$ cat config.mk
export PLATFORM = sky130hd
export DESIGN_NAME = rxcmd_status_encoder
export DESIGN_NICKNAME = d
export VERILOG_FILES = /design/src/rxcmd_status_pkg.sv /design/src/rxcmd_status_encoder.sv
export VERILOG_INCLUDE_DIRS = /design/src
export SDC_FILE = /design/constraint.sdc
export NUM_CORES = 1
export LEC_CHECK = 0
export BUFFER_PORTS_ARGS = -buffer_cell sky130_fd_sc_hd__buf_4
export CORE_AREA = 8 8 92 156
export DETAILED_ROUTE_END_ITERATION = 8
export DIE_AREA = 0 0 100 164
export PLACE_DENSITY = 0.47
export RECOVER_POWER = 100
export SYNTH_ARGS = -nofsm -noshare
export SYNTH_HDL_FRONTEND = slang
export SYNTH_SLANG_ARGS = --single-unit
$ cat constraint.sdc
create_clock -name ref_clk -period 2.4 [get_ports ref_clk]
set_input_delay 0.12 -clock ref_clk [delete_from_list [all_inputs] [get_ports ref_clk]]
set_output_delay 0.12 -clock ref_clk [all_outputs]
set_load 0.05 [all_outputs]
$ cat src/rxcmd_status_consts.svh
/*
 * offsets, field positions, reset values and codes of the status encoder.
 * assumes inclusion by the package and the encoder module only.
 */
`ifndef RXCMD_STATUS_CONSTS_SVH
`define RXCMD_STATUS_CONSTS_SVH

// ----------------------------------------------------------------
// register offsets
// ----------------------------------------------------------------
`define OFF_CTRL 12'h000
`define OFF_RISE 12'h004
`define OFF_FALL 12'h008
`define OFF_STAT 12'h00C

// ----------------------------------------------------------------
// control register fields and reset values
// ----------------------------------------------------------------
`define CTRL_PLUS_PD 0
`define CTRL_MINUS_PD 1
`define CTRL_XCVR_LO 2
`define CTRL_TERM 4
`define CTRL_OPMODE_LO 5
`define CTRL_POL_INV 7
`define CTRL_USE_EXT 8
`define CTRL_BYPASS 9
`define CTRL_RESET 10'h014
`define IEN_RESET 4'hF

// ----------------------------------------------------------------
// mode and field codes
// ----------------------------------------------------------------
`define XCVR_HS 2'h0
`define XCVR_LS 2'h2
`define OPMODE_CHIRP 2'h2
`define LS_SE0 2'h0
`define LS_NSQ_HI 2'h1
`define LS_NSQ_LO 2'h2
`define RXEV_IDLE 2'h0
`define RXEV_DISC 2'h2

`endif

$ cat src/rxcmd_status_pkg.sv
/*
 * types of the status encoder.
 * assumes rxcmd_status_consts.svh in the include path.
 */
package rxcmd_status_pkg;
    // ----------------------------------------------------------------
    // bus slot owner of the data bus
    // ----------------------------------------------------------------
    typedef enum logic [1:0] {
        SLOT_IDLE,
        SLOT_DATA,
        SLOT_STATUS
    } slot_t;
endpackage

$ cat src/rxcmd_status_encoder.sv
/*
 * status byte encoder of the phy: line state, supply state, receive events,
 * sent to the link on every line, event and id change and every enabled supply or disconnect edge, plus an apb register file.
 * assumes receiver and comparator levels on ref_clk or asynchronous pins,
 * and a link that accepts a status byte in any cycle.
 */
//
// Summary of operation
// - peripheral: fs line state is SE0/J/K/SE1, hs is squelch or not-squelch.
// - host: low speed 01 is K, 10 is J; host chirp uses receiver polarity.
// - peripheral chirp: 00 squelch, 01/10 not-squelch with receiver high/low.
// - session end and session valid come straight from the comparators.
// - supply field: 00 below end, 01 between, 10 session valid, 11 a-valid.
// - supply field change sends a status byte when its edge enable is set.
// - a-valid comes from selectable sources: comparator and/or fault input.
// - receive event: 00 idle, 01 active, 11 active error, 10 disconnect.
// - receive active shown by dir with nxt or a status byte, whole packet.
// - receive error drops nxt and sends a status byte with error code, or with 10 while disconnect is reported.
// - disconnect is reported only with both line pulldowns enabled.
// - disconnect change sends a status byte with the new value when its edge enable is set.
// - byte: line state 1:0, supply 3:2, event 5:4, id 6, bit 7 held at 0.
// - a status byte is delivered with dir high on the data bus.
// - any line state change sends a status byte with the new line state.
// - enabled fault input drives a-valid and each change sends a byte.

// ----------------------------------------------------------------
// three-stage synchroniser, change taken when stages two and three agree
// ----------------------------------------------------------------
module pin_sync #(
    parameter int WIDTH = 1
) (
    input wire logic ref_clk,
    input wire logic rst,
    input wire logic [WIDTH-1:0] pin_in,
    output logic [WIDTH-1:0] level_out
);
    logic [WIDTH-1:0] s1_r;
    logic [WIDTH-1:0] s2_r;
    logic [WIDTH-1:0] s3_r;
    logic [WIDTH-1:0] level_r;
    logic [WIDTH-1:0] level_nxt;

    always_comb begin
        level_nxt = level_r;
        for (int i = 0; i < WIDTH; i++) begin
            if (s2_r[i] == s3_r[i]) begin
                level_nxt[i] = s3_r[i];
            end
        end
    end

    always_ff @(posedge ref_clk) begin
        if (rst) begin
            s1_r <= '0;
            s2_r <= '0;
            s3_r <= '0;
            level_r <= '0;
        end else begin
            s1_r <= pin_in;
            s2_r <= s1_r;
            s3_r <= s2_r;
            level_r <= level_nxt;
        end
    end

    assign level_out = level_r;
endmodule // pin_sync

`include "rxcmd_status_consts.svh"

module rxcmd_status_encoder #(
    parameter int DATA_W = 8
) (
    input wire logic ref_clk,
    input wire logic rst,
    // apb slave
    input wire logic psel,
    input wire logic penable,
    input wire logic pwrite,
    input wire logic [11:0] paddr,
    input wire logic [31:0] pwdata,
    output logic [31:0] prdata,
    output logic pready,
    output logic pslverr,
    // analog and pin levels
    input wire logic dp_level,
    input wire logic dm_level,
    input wire logic squelch,
    input wire logic hs_diff_out,
    input wire logic session_end_flag,
    input wire logic session_valid_flag,
    input wire logic a_device_supply_valid_flag,
    input wire logic fault_pin,
    input wire logic id_pin,
    // receiver on ref_clk
    input wire logic rx_active,
    input wire logic rx_error,
    input wire logic host_disconnect,
    input wire logic rx_byte_valid,
    input wire logic [DATA_W-1:0] rx_byte,
    // ulpi side
    output logic dir,
    output logic nxt,
    output logic [DATA_W-1:0] data_out,
    output logic data_oe_n
);
    generate
        if (DATA_W != 8) begin : g_width_check
            $error("rxcmd_status_encoder serves an eight-bit data bus only");
        end
    endgenerate

    // ----------------------------------------------------------------
    // pin synchronisers
    // ----------------------------------------------------------------
    logic [8:0] pins_s;
    logic dp_s, dm_s, sq_s, hsd_s, se_s, sv_s, av_s, fault_s, id_s;

    pin_sync #(.WIDTH(9)) u_pin_sync (
        .ref_clk(ref_clk),
        .rst(rst),
        .pin_in({id_pin, fault_pin, a_device_supply_valid_flag, session_valid_flag,
                 session_end_flag, hs_diff_out, squelch, dm_level, dp_level}),
        .level_out(pins_s)
    );
    assign {id_s, fault_s, av_s, sv_s, se_s, hsd_s, sq_s, dm_s, dp_s} = pins_s;

    // ----------------------------------------------------------------
    // registers
    // ----------------------------------------------------------------
    logic [9:0] ctrl_r, ctrl_nxt;
    logic [3:0] rise_en_r, rise_en_nxt;
    logic [3:0] fall_en_r, fall_en_nxt;
    logic [31:0] prdata_r, prdata_nxt;
    logic mapped;
    logic [31:0] stat_word;

    logic plus_line_pulldown_enable, minus_line_pulldown_enable;
    logic [1:0] xcvr_select, op_mode;
    logic term_select, fault_polarity_invert, use_external_fault_indicator;
    logic fault_qualifier_bypass, host_mode;
    logic disconnect_rise_enable, disconnect_fall_enable;

    assign plus_line_pulldown_enable = ctrl_r[`CTRL_PLUS_PD];
    assign minus_line_pulldown_enable = ctrl_r[`CTRL_MINUS_PD];
    assign xcvr_select = ctrl_r[`CTRL_XCVR_LO +: 2];
    assign term_select = ctrl_r[`CTRL_TERM];
    assign op_mode = ctrl_r[`CTRL_OPMODE_LO +: 2];
    assign fault_polarity_invert = ctrl_r[`CTRL_POL_INV];
    assign use_external_fault_indicator = ctrl_r[`CTRL_USE_EXT];
    assign fault_qualifier_bypass = ctrl_r[`CTRL_BYPASS];
    assign host_mode = plus_line_pulldown_enable & minus_line_pulldown_enable;
    assign disconnect_rise_enable = rise_en_r[3];
    assign disconnect_fall_enable = fall_en_r[3];

    assign mapped = (paddr == `OFF_CTRL) || (paddr == `OFF_RISE) ||
                    (paddr == `OFF_FALL) || (paddr == `OFF_STAT);

    always_comb begin
        ctrl_nxt = ctrl_r;
        rise_en_nxt = rise_en_r;
        fall_en_nxt = fall_en_r;
        prdata_nxt = prdata_r;
        if (psel && penable && pwrite) begin
            case (paddr)
                `OFF_CTRL: ctrl_nxt = pwdata[9:0];
                `OFF_RISE: rise_en_nxt = pwdata[3:0];
                `OFF_FALL: fall_en_nxt = pwdata[3:0];
                default: ctrl_nxt = ctrl_r;
            endcase
        end
        if (psel && !penable) begin
            case (paddr)
                `OFF_CTRL: prdata_nxt = {22'h000000, ctrl_r};
                `OFF_RISE: prdata_nxt = {28'h0000000, rise_en_r};
                `OFF_FALL: prdata_nxt = {28'h0000000, fall_en_r};
                `OFF_STAT: prdata_nxt = stat_word;
                default: prdata_nxt = 32'h00000000;
            endcase
        end
    end

    assign pready = 1'b1;
    assign pslverr = psel & penable & ~mapped;
    assign prdata = prdata_r;

    // ----------------------------------------------------------------
    // field encoders
    // ----------------------------------------------------------------
    logic [1:0] ls_now, vbus_now, rxev_now;
    logic a_valid, fault_ok, disc_valid;
    logic [7:0] status_now;

    always_comb begin
        ls_now = {dm_s, dp_s};
        if (xcvr_select == `XCVR_HS) begin
            if ((!host_mode && term_select) || (host_mode && op_mode == `OPMODE_CHIRP)) begin
                ls_now = sq_s ? `LS_SE0 : (hsd_s ? `LS_NSQ_HI : `LS_NSQ_LO);
            end else begin
                ls_now = sq_s ? `LS_SE0 : `LS_NSQ_HI;
            end
        end
    end

    assign fault_ok = fault_polarity_invert ? fault_s : ~fault_s;
    always_comb begin
        a_valid = av_s;
        if (use_external_fault_indicator) begin
            a_valid = fault_qualifier_bypass ? fault_ok : (fault_ok & av_s);
        end
    end

    assign vbus_now = a_valid ? 2'h3 : (sv_s ? 2'h2 : (se_s ? 2'h0 : 2'h1));
    assign disc_valid = host_mode & host_disconnect;
    assign rxev_now = disc_valid ? `RXEV_DISC : {rx_active & rx_error, rx_active};
    assign status_now = {1'b0, id_s, rxev_now, vbus_now, ls_now};

    // ----------------------------------------------------------------
    // change detection
    // ----------------------------------------------------------------
    logic [1:0] ls_prev_r, ls_prev_nxt;
    logic [2:0] vb_prev_r, vb_prev_nxt;
    logic [1:0] ev_prev_r, ev_prev_nxt;
    logic disc_prev_r, disc_prev_nxt;
    logic id_prev_r, id_prev_nxt;
    logic fault_prev_r, fault_prev_nxt;
    logic [2:0] vb_flags, vb_rise, vb_fall;
    logic disc_chg, trigger;

    assign vb_flags = {a_valid, sv_s, se_s};
    assign vb_rise = vb_flags & ~vb_prev_r;
    assign vb_fall = ~vb_flags & vb_prev_r;
    assign disc_chg = (disc_valid & ~disc_prev_r & disconnect_rise_enable) |
                      (~disc_valid & disc_prev_r & disconnect_fall_enable);

    always_comb begin
        ls_prev_nxt = ls_now;
        vb_prev_nxt = vb_flags;
        ev_prev_nxt = {rx_active & rx_error, rx_active};
        disc_prev_nxt = disc_valid;
        id_prev_nxt = id_s;
        fault_prev_nxt = fault_s;
        trigger = (ls_now != ls_prev_r)
                | (|((vb_rise & rise_en_r[2:0]) | (vb_fall & fall_en_r[2:0])))
                | (ev_prev_nxt != ev_prev_r)
                | disc_chg
                | (id_s != id_prev_r)
                | (use_external_fault_indicator && fault_s != fault_prev_r);
    end

    // ----------------------------------------------------------------
    // data bus driver
    // ----------------------------------------------------------------
    rxcmd_status_pkg::slot_t slot;
    logic pending_r, pending_nxt;
    logic dir_r, dir_nxt, nxt_r, nxt_nxt;
    logic [7:0] data_out_r, data_out_nxt;

    assign stat_word = {15'h0000, pending_r, data_out_r, status_now};

    always_comb begin
        slot = rxcmd_status_pkg::SLOT_IDLE;
        if (rx_active && rx_byte_valid && !rx_error) begin
            slot = rxcmd_status_pkg::SLOT_DATA;
        end else if (pending_r || trigger || rx_active) begin
            slot = rxcmd_status_pkg::SLOT_STATUS;
        end
    end

    always_comb begin
        dir_nxt = 1'b0;
        nxt_nxt = 1'b0;
        data_out_nxt = 8'h00;
        pending_nxt = pending_r | trigger;
        case (slot)
            rxcmd_status_pkg::SLOT_DATA: begin
                dir_nxt = 1'b1;
                nxt_nxt = 1'b1;
                data_out_nxt = rx_byte;
            end
            rxcmd_status_pkg::SLOT_STATUS: begin
                dir_nxt = 1'b1;
                data_out_nxt = status_now;
                pending_nxt = 1'b0;
            end
            default: begin
                dir_nxt = 1'b0;
            end
        endcase
    end

    always_ff @(posedge ref_clk) begin
        if (rst) begin
            ctrl_r <= `CTRL_RESET;
            rise_en_r <= `IEN_RESET;
            fall_en_r <= `IEN_RESET;
            prdata_r <= 32'h00000000;
            ls_prev_r <= 2'h0;
            vb_prev_r <= 3'h0;
            ev_prev_r <= 2'h0;
            disc_prev_r <= 1'b0;
            id_prev_r <= 1'b0;
            fault_prev_r <= 1'b0;
            pending_r <= 1'b0;
            dir_r <= 1'b0;
            nxt_r <= 1'b0;
            data_out_r <= 8'h00;
        end else begin
            ctrl_r <= ctrl_nxt;
            rise_en_r <= rise_en_nxt;
            fall_en_r <= fall_en_nxt;
            prdata_r <= prdata_nxt;
            ls_prev_r <= ls_prev_nxt;
            vb_prev_r <= vb_prev_nxt;
            ev_prev_r <= ev_prev_nxt;
            disc_prev_r <= disc_prev_nxt;
            id_prev_r <= id_prev_nxt;
            fault_prev_r <= fault_prev_nxt;
            pending_r <= pending_nxt;
            dir_r <= dir_nxt;
            nxt_r <= nxt_nxt;
            data_out_r <= data_out_nxt;
        end
    end

    assign dir = dir_r;
    assign nxt = nxt_r;
    assign data_out = data_out_r;
    assign data_oe_n = ~dir_r;
endmodule // rxcmd_status_encoder

==> metrics.cfg, run 1 <==
[detailed_routing]
totalWireLength_um = 9380
met1_length_um = 3650
route.detailed.drc = 0
met3_length_um = 509
detail-route-antenna-nets = 0
viasPerCell = 4.51
wl_met2_um = 4990
vias = 2893
routed.top_layer = met4
drt_iter0_drc = 95
wl_per_cell_um = 14.6
dr.pass1.iters = 4

[clocking]
htreeDepth = 3
cts_tree = built
cts.sinks = 92
cts_buffer_depth = 2
cts_resized = 0
cts_inserted_buffers = 9
post_cts_buffers = 0
clkLatencyLatePin_ps = 350
clock-root-buffer = clkbuf_16
clk_pin_slew_worst_paths_ps = 70
postCtsHoldBufs = 20

[setup_path]
r2r_end = data_out[2]$_SDFF_PP0_
critPathMostFrequentCell = o21ai_0
path_cells = or2_1, o21ai_0, a311oi_1, o211ai_1, nor4_4, o21ai_0
r2r-start = ctrl_r[3]$_SDFFE_PP0P_
crit_buf_inv = 0
cp_top_family = compound AO/OA/AOI/OAI gates
crit_required_ps = 2610
crit_path_start = ctrl_r[3]$_SDFFE_PP0P_
critical_path.startpoint_type = flop
crit_fanout = 7
cp.depth = 6
crit_arrival_ps = 2320
cpPeakStageDelay_ps = 520
crit_slowest_cell = nor4_4
reg2reg_depth = 6
path_class = flop to flop
cp-endpoint = data_out[2]$_SDFF_PP0_
cp-end-kind = flop
ff2ff_setup_slack_ps = 290

[placed_design]
place.gp.congestion = 0.817
hpwl_um = 7050
dpl_cell_area_um2 = 4270
port_buffers = 76

[finish]
drive_above_1_share_pct = 15.2
postLayoutCellArea_um2 = 4660
nets = 538
n_fill_cell = 1297
antenna_cells = 0
syn_to_final_growth_pct = 29.5

[floorplan]
io_pins = 115
die_y_um = 164
row_count = 54
die_w_um = 100
initial_core_util_pct = 29.2
core_area_um2 = 12300
die_area_um2 = 16400

[power]
p_leak_nw = 1.74
ir_drop_v = 0.000329
power.density_nw_per_um2 = 711

[synthesis]
ys_ff_latch = 92
postSynthCellCount = 377
yosys_warnings = 0
yosys.area.top_type_share_pct = 51.2
ys.flop_type = dfxtp_1
avgSynthCellArea_um2 = 9.54
async_flop_share_pct = 0
ys_types = 50
synth_area_um2 = 3600
synth.area.top_cells = dfxtp_1 (51%), nor2b_1 (7.7%), nor2_1 (4.1%), buf_4 (3.5%), a22oi_1 (3.1%)
yosys.area.top_type = dfxtp_1
yosysSeqAreaShare_pct = 51.2
synth_edf_count = 0

[sta]
slew_violations = 0
fin_skew_ps = 13.0
hold_viol = 0
tightest_slew_ps = 1370
max_freq_mhz = 474
slew_headroom_pct = 8.76
finalSetupViolCount = 0
rsz0062_at_grt = no
finalCritPeriodShare_pct = 88.0
min_period_ps = 2110
fin_tns_setup_ps = 0

[job]
max_cap_violations = 0

[global_route]
grt_max_degree = 69
grt-ovfl-total = 0
first_global_vias = 2915
antenna_found_initial = 0
grt_usage_pct = 11.9
grt_pass1_wl_um = 14900

[outcome]
status = finished clean

[hold_path]
hp-class = input port to flop

## worst min-delay path, cell delays in order
cell     delay, ps
buf_4           80
mux2i_1         50
nor2_1          70
## synthesized netlist by cell type (3+ instances only)
library cell / instances
a22oi_1: 15
buf_2: 3
o21ai_1: 7
dfxtp_1: 92
a21oi_1: 18
mux2i_1: 10
inv_1: 3
nor2_1: 39
buf_4: 17
nor2b_1: 44
nand3_1: 4
a211o_1: 12
o21ai_0: 13
nand2b_1: 4
nand2_1: 27
nor4_1: 3
clkbuf_1: 13
a22o_1: 4
and2_1: 4
## cells in the final DEF, fill, tap and decap left out, types with 2 or more instances in the layout
cell and instances:
inv_1 3, nor2b_1 44, nand2_1 27, a22oi_1 15, nor2_1 39, clkbuf_8 2
nor3_1 2, nand2b_1 4, a21oi_1 18, clkbuf_16 9, clkbuf_1 33, a211o_1 12
dlygate4sd3_1 20, nor4_1 3, dfxtp_1 92, and2_0 2, mux4_2 2, o21ai_1 2
o21ai_0 18, a32oi_1 2, a22o_1 4, buf_4 47, xor2_1 2, nand3_1 4
a21boi_0 2, and3_1 2, nor3b_1 2, o22a_1 2, mux2i_1 10, a211oi_1 2
nor3b_4 2, conb_1 16, o22ai_1 2, and2_1 3
## sequential cells by signal, indices dropped and copies added (netlist names), 2 cells and up
signal                flops
ctrl_r                   10
data_out                  8
ev_prev_r                 2
fall_en_r                 4
ls_prev_r                 2
prdata                   17
rise_en_r                 4
u_pin_sync.level_out      9
u_pin_sync.s1_r           9
u_pin_sync.s2_r           9
u_pin_sync.s3_r           9
vb_prev_r                 3
## cell families after synthesis
kind of cell           Yosys count  share of synthesized area [%]
AO/OA/AOI/OAI                   88                           16.6
XOR/XNOR                         3                          0.731
buffers and inverters           38                           5.85
flip-flops                      92                           51.2
multiplexers                    12                           4.04
other                            2                          0.209
AND/OR/NAND/NOR                142                           21.4
## routing by layer
metal	up-vias	track usage [%]
met2	76	22.1
li1	1466	-
met5	-	0
met4	0	6.71
met3	14	3.06
met1	1337	11.5
## cell type report
class	count	area [um^2]	share of cell area (%)
Timing Repair Buffer	101	686	14.7
Sequential cell	92	1840	39.5
Multi-Input combinational cell	261	1600	34.3
Clock buffer	12	256	5.51
Clock inverter	4	55.1	1.18
Tap cell	168	210	4.51
Inverter	3	11.3	0.242
## where the power goes
group	leakage [nW]	switching (W)	internal (W)
sequential	0.748	0.0000109	0.00155
clock	0.149	0.000591	0.000870
combinational	0.840	0.000177	0.000106
total	1.74	0.000778	0.00253
## worst min-delay path by stage
stage | to | startpoint | slack, ps | cells after the start
2_1_floorplan | id_prev_r$_SDFF_PP0_ | rst | 200 | 1
3_3_place_gp | ctrl_r[4]$_SDFFE_PP1P_ | pwdata[4] | 320 | 2
3_5_place_dp | data_out[7]$_SDFF_PP0_ | rx_byte[7] | 330 | 2
4_1_cts | ctrl_r[8]$_SDFFE_PP0P_ | pwdata[8] | 3 | 3
5_1_grt | ctrl_r[6]$_SDFFE_PP0P_ | pwdata[6] | 20 | 3
6_report | ctrl_r[8]$_SDFFE_PP0P_ | pwdata[8] | 10 | 3
## metrics by stage
step / hold WS (ps) / util, % / power, W / cells / worst slack (ps)
final: 10.1 / 37.9 / 0.00331 / 641 / 289
after global routing: 23.9 / 37.9 / 0.00343 / 641 / 125
after CTS: 3.00 / 38.9 / 0.00337 / 641 / 335
after detailed placement: 325 / 34.7 / 0.00187 / 605 / 355
after global placement: 324 / 34.7 / 0.00187 / 605 / 392
after floorplan: 203 / - / 0.00179 / 391 / 724
Power figures use the tool's default switching activity.
==> run 2, diff against run 1 <==
==> constraint.sdc (replaced) <==
create_clock -name ref_clk -period 2.3 [get_ports ref_clk]
set_input_delay 0.115 -clock ref_clk [delete_from_list [all_inputs] [get_ports ref_clk]]
set_output_delay 0.115 -clock ref_clk [all_outputs]
set_load 0.05 [all_outputs]
==> run 2 against run 1 <==
Critical path depth unchanged. Non-clock buffer count unchanged. Sequential power up 4%. Flip-flop and latch count unchanged. Die area unchanged. Utilization down 0.37 points. Sequential share of layout area up 0.39 points. Wire length up 0.33%. Clock power about the same. Global-route usage down 0.14 points. Worst hold slack better by 0.83 ps. Final area down 0.97%.
==> metrics.cfg, run 2 (synthesized netlist as in run 1, its figures left out) <==
[power]
p_leak_nw = 1.72  ; -1.3%
power.density_nw_per_um2 = 740  ; +4.2%
ir_drop_v = 0.000311  ; -5.4%

[placed_design]
hpwl_um = 7140  ; +1.4%
dpl_cell_area_um2 = 4280  ; +0.18%
port_buffers = 76  ; unchanged
place.gp.congestion = 0.807  ; -1.1%

[global_route]
grt-ovfl-total = 0  ; unchanged
first_global_vias = 2869  ; -1.6%
grt_max_degree = 44  ; -36%
grt_usage_pct = 11.7  ; -0.14 points
grt_pass1_wl_um = 14700  ; -1.1%
antenna_found_initial = 0  ; unchanged

[sta]
tightest_slew_ps = 1020  ; -349 ps
slew_headroom_pct = 32.0  ; +23 points
max_freq_mhz = 476  ; +0.50%
finalCritPeriodShare_pct = 91.3  ; +3.4 points
slew_violations = 0  ; unchanged
finalSetupViolCount = 0  ; unchanged
fin_skew_ps = 9.63  ; -3.35 ps
hold_viol = 0  ; unchanged
min_period_ps = 2100  ; -10.4 ps
rsz0062_at_grt = no
fin_tns_setup_ps = 0  ; unchanged

[detailed_routing]
totalWireLength_um = 9410  ; +0.33%
met1_length_um = 3590  ; -1.7%
dr.pass1.iters = 4  ; unchanged
route.detailed.drc = 0  ; unchanged
routed.top_layer = met4
viasPerCell = 4.50  ; -0.38%
drt_iter0_drc = 97  ; +2.1%
wl_met2_um = 5080  ; +2.0%
vias = 2882  ; -0.38%
detail-route-antenna-nets = 0  ; unchanged
met3_length_um = 476  ; -6.5%
wl_per_cell_um = 14.7  ; +0.33%

[setup_path]
crit_required_ps = 2500  ; -110 ps
crit_fanout = 7  ; unchanged
cpPeakStageDelay_ps = 500  ; -20 ps
path_cells = or2_1, o21ai_1, a311oi_1, o211ai_1, nor4_4, o21ai_0
r2r_end = data_out[2]$_SDFF_PP0_
crit_slowest_cell = nor4_4
r2r-start = ctrl_r[3]$_SDFFE_PP0P_
reg2reg_depth = 6  ; unchanged
cp-end-kind = flop
ff2ff_setup_slack_ps = 200  ; -90 ps
cp-endpoint = data_out[2]$_SDFF_PP0_
critical_path.startpoint_type = flop
crit_path_start = ctrl_r[3]$_SDFFE_PP0P_
crit_arrival_ps = 2310  ; about the same
path_class = flop to flop

[clocking]
cts.sinks = 92  ; unchanged
post_cts_buffers = 0  ; unchanged
cts_buffer_depth = 2  ; unchanged
cts_inserted_buffers = 9  ; unchanged
clock-root-buffer = clkbuf_16
htreeDepth = 3  ; unchanged
cts_tree = built
clkLatencyLatePin_ps = 340  ; about the same
clk_pin_slew_worst_paths_ps = 70  ; about the same

[floorplan]
die_w_um = 100  ; unchanged
core_area_um2 = 12300  ; unchanged
io_pins = 115  ; unchanged
die_y_um = 164  ; unchanged
row_count = 54  ; unchanged
initial_core_util_pct = 29.2  ; unchanged
die_area_um2 = 16400  ; unchanged

[outcome]
status = finished clean

[hold_path]
hold_depth = 3  ; unchanged
hp-class = input port to flop

[finish]
largest_reg_flops = 17  ; unchanged
postLayoutCellArea_um2 = 4610  ; -0.97%
mostFrequentLayoutCells = dfxtp_1 (92), buf_4 (46), nor2b_1 (44)
nets = 538  ; unchanged
antenna_cells = 0  ; unchanged
layout_commonest_cell = dfxtp_1
drive_above_1_share_pct = 14.4  ; -0.85 points
syn_to_final_growth_pct = 28.3

[job]
max_cap_violations = 0  ; unchanged

-- run 2: final cells by class --
type,count,area (um^2)
clock buffer,11,243
clock inverter,5,60.1
fill,1300,7680
inverter,3,11.3
multi-input combinational,261,1570
sequential,92,1840
tap,168,210
timing repair buffer,101,679
-- run 2: how the worst min path moves through the flow --
stage | start | end | slack, ps
floorplan | rst | id_prev_r$_SDFF_PP0_ | 200
global placement | rx_byte[7] | data_out[7]$_SDFF_PP0_ | 320
detailed placement | pwdata[4] | ctrl_r[4]$_SDFFE_PP1P_ | 320
CTS | pwdata[8] | ctrl_r[8]$_SDFFE_PP0P_ | 0.7
global route | pwdata[9] | ctrl_r[9]$_SDFFE_PP0P_ | 9
finish | pwdata[8] | ctrl_r[8]$_SDFFE_PP0P_ | 10
-- run 2: stage by stage --
step | power (W) | hold slack, ps | util, % | worst slack (ps) | instances
after detailed placement | 0.00195 | 322 | 34.8 | 212 | 606
after CTS | 0.00348 | 0.738 | 38.8 | 199 | 641
after global placement | 0.00195 | 320 | 34.8 | 293 | 606
after global routing | 0.00357 | 8.99 | 37.5 | 57.1 | 641
final | 0.00341 | 11.0 | 37.5 | 199 | 641
after floorplan | 0.00186 | 198 | - | 624 | 391
-- run 2: per-layer routing --
metal  vias up  track usage (%)
met4         0             6.99
met5         -                0
met2        66             21.8
met3        13             2.63
li1       1454                -
met1      1349             11.5
-- run 2: where the power goes --
part	total, W	switching (W)	internal [W]
clock network	0.00149	0.000614	0.000876
registers	0.00163	0.0000111	0.00162
logic	0.000292	0.000183	0.000109
total	0.00341	0.000808	0.00261
-- run 2: critical path, delay by kind of cell, from the launching register on --
kind	cells	cell delay (ps)
flops	1	440
simple gates	2	750
compound gates	4	780
-- run 2: repair_timing --
item,CTS,global route
endpoints found under the hold margin,23,0
hold buffers,19,0
gates resized for setup,0,0
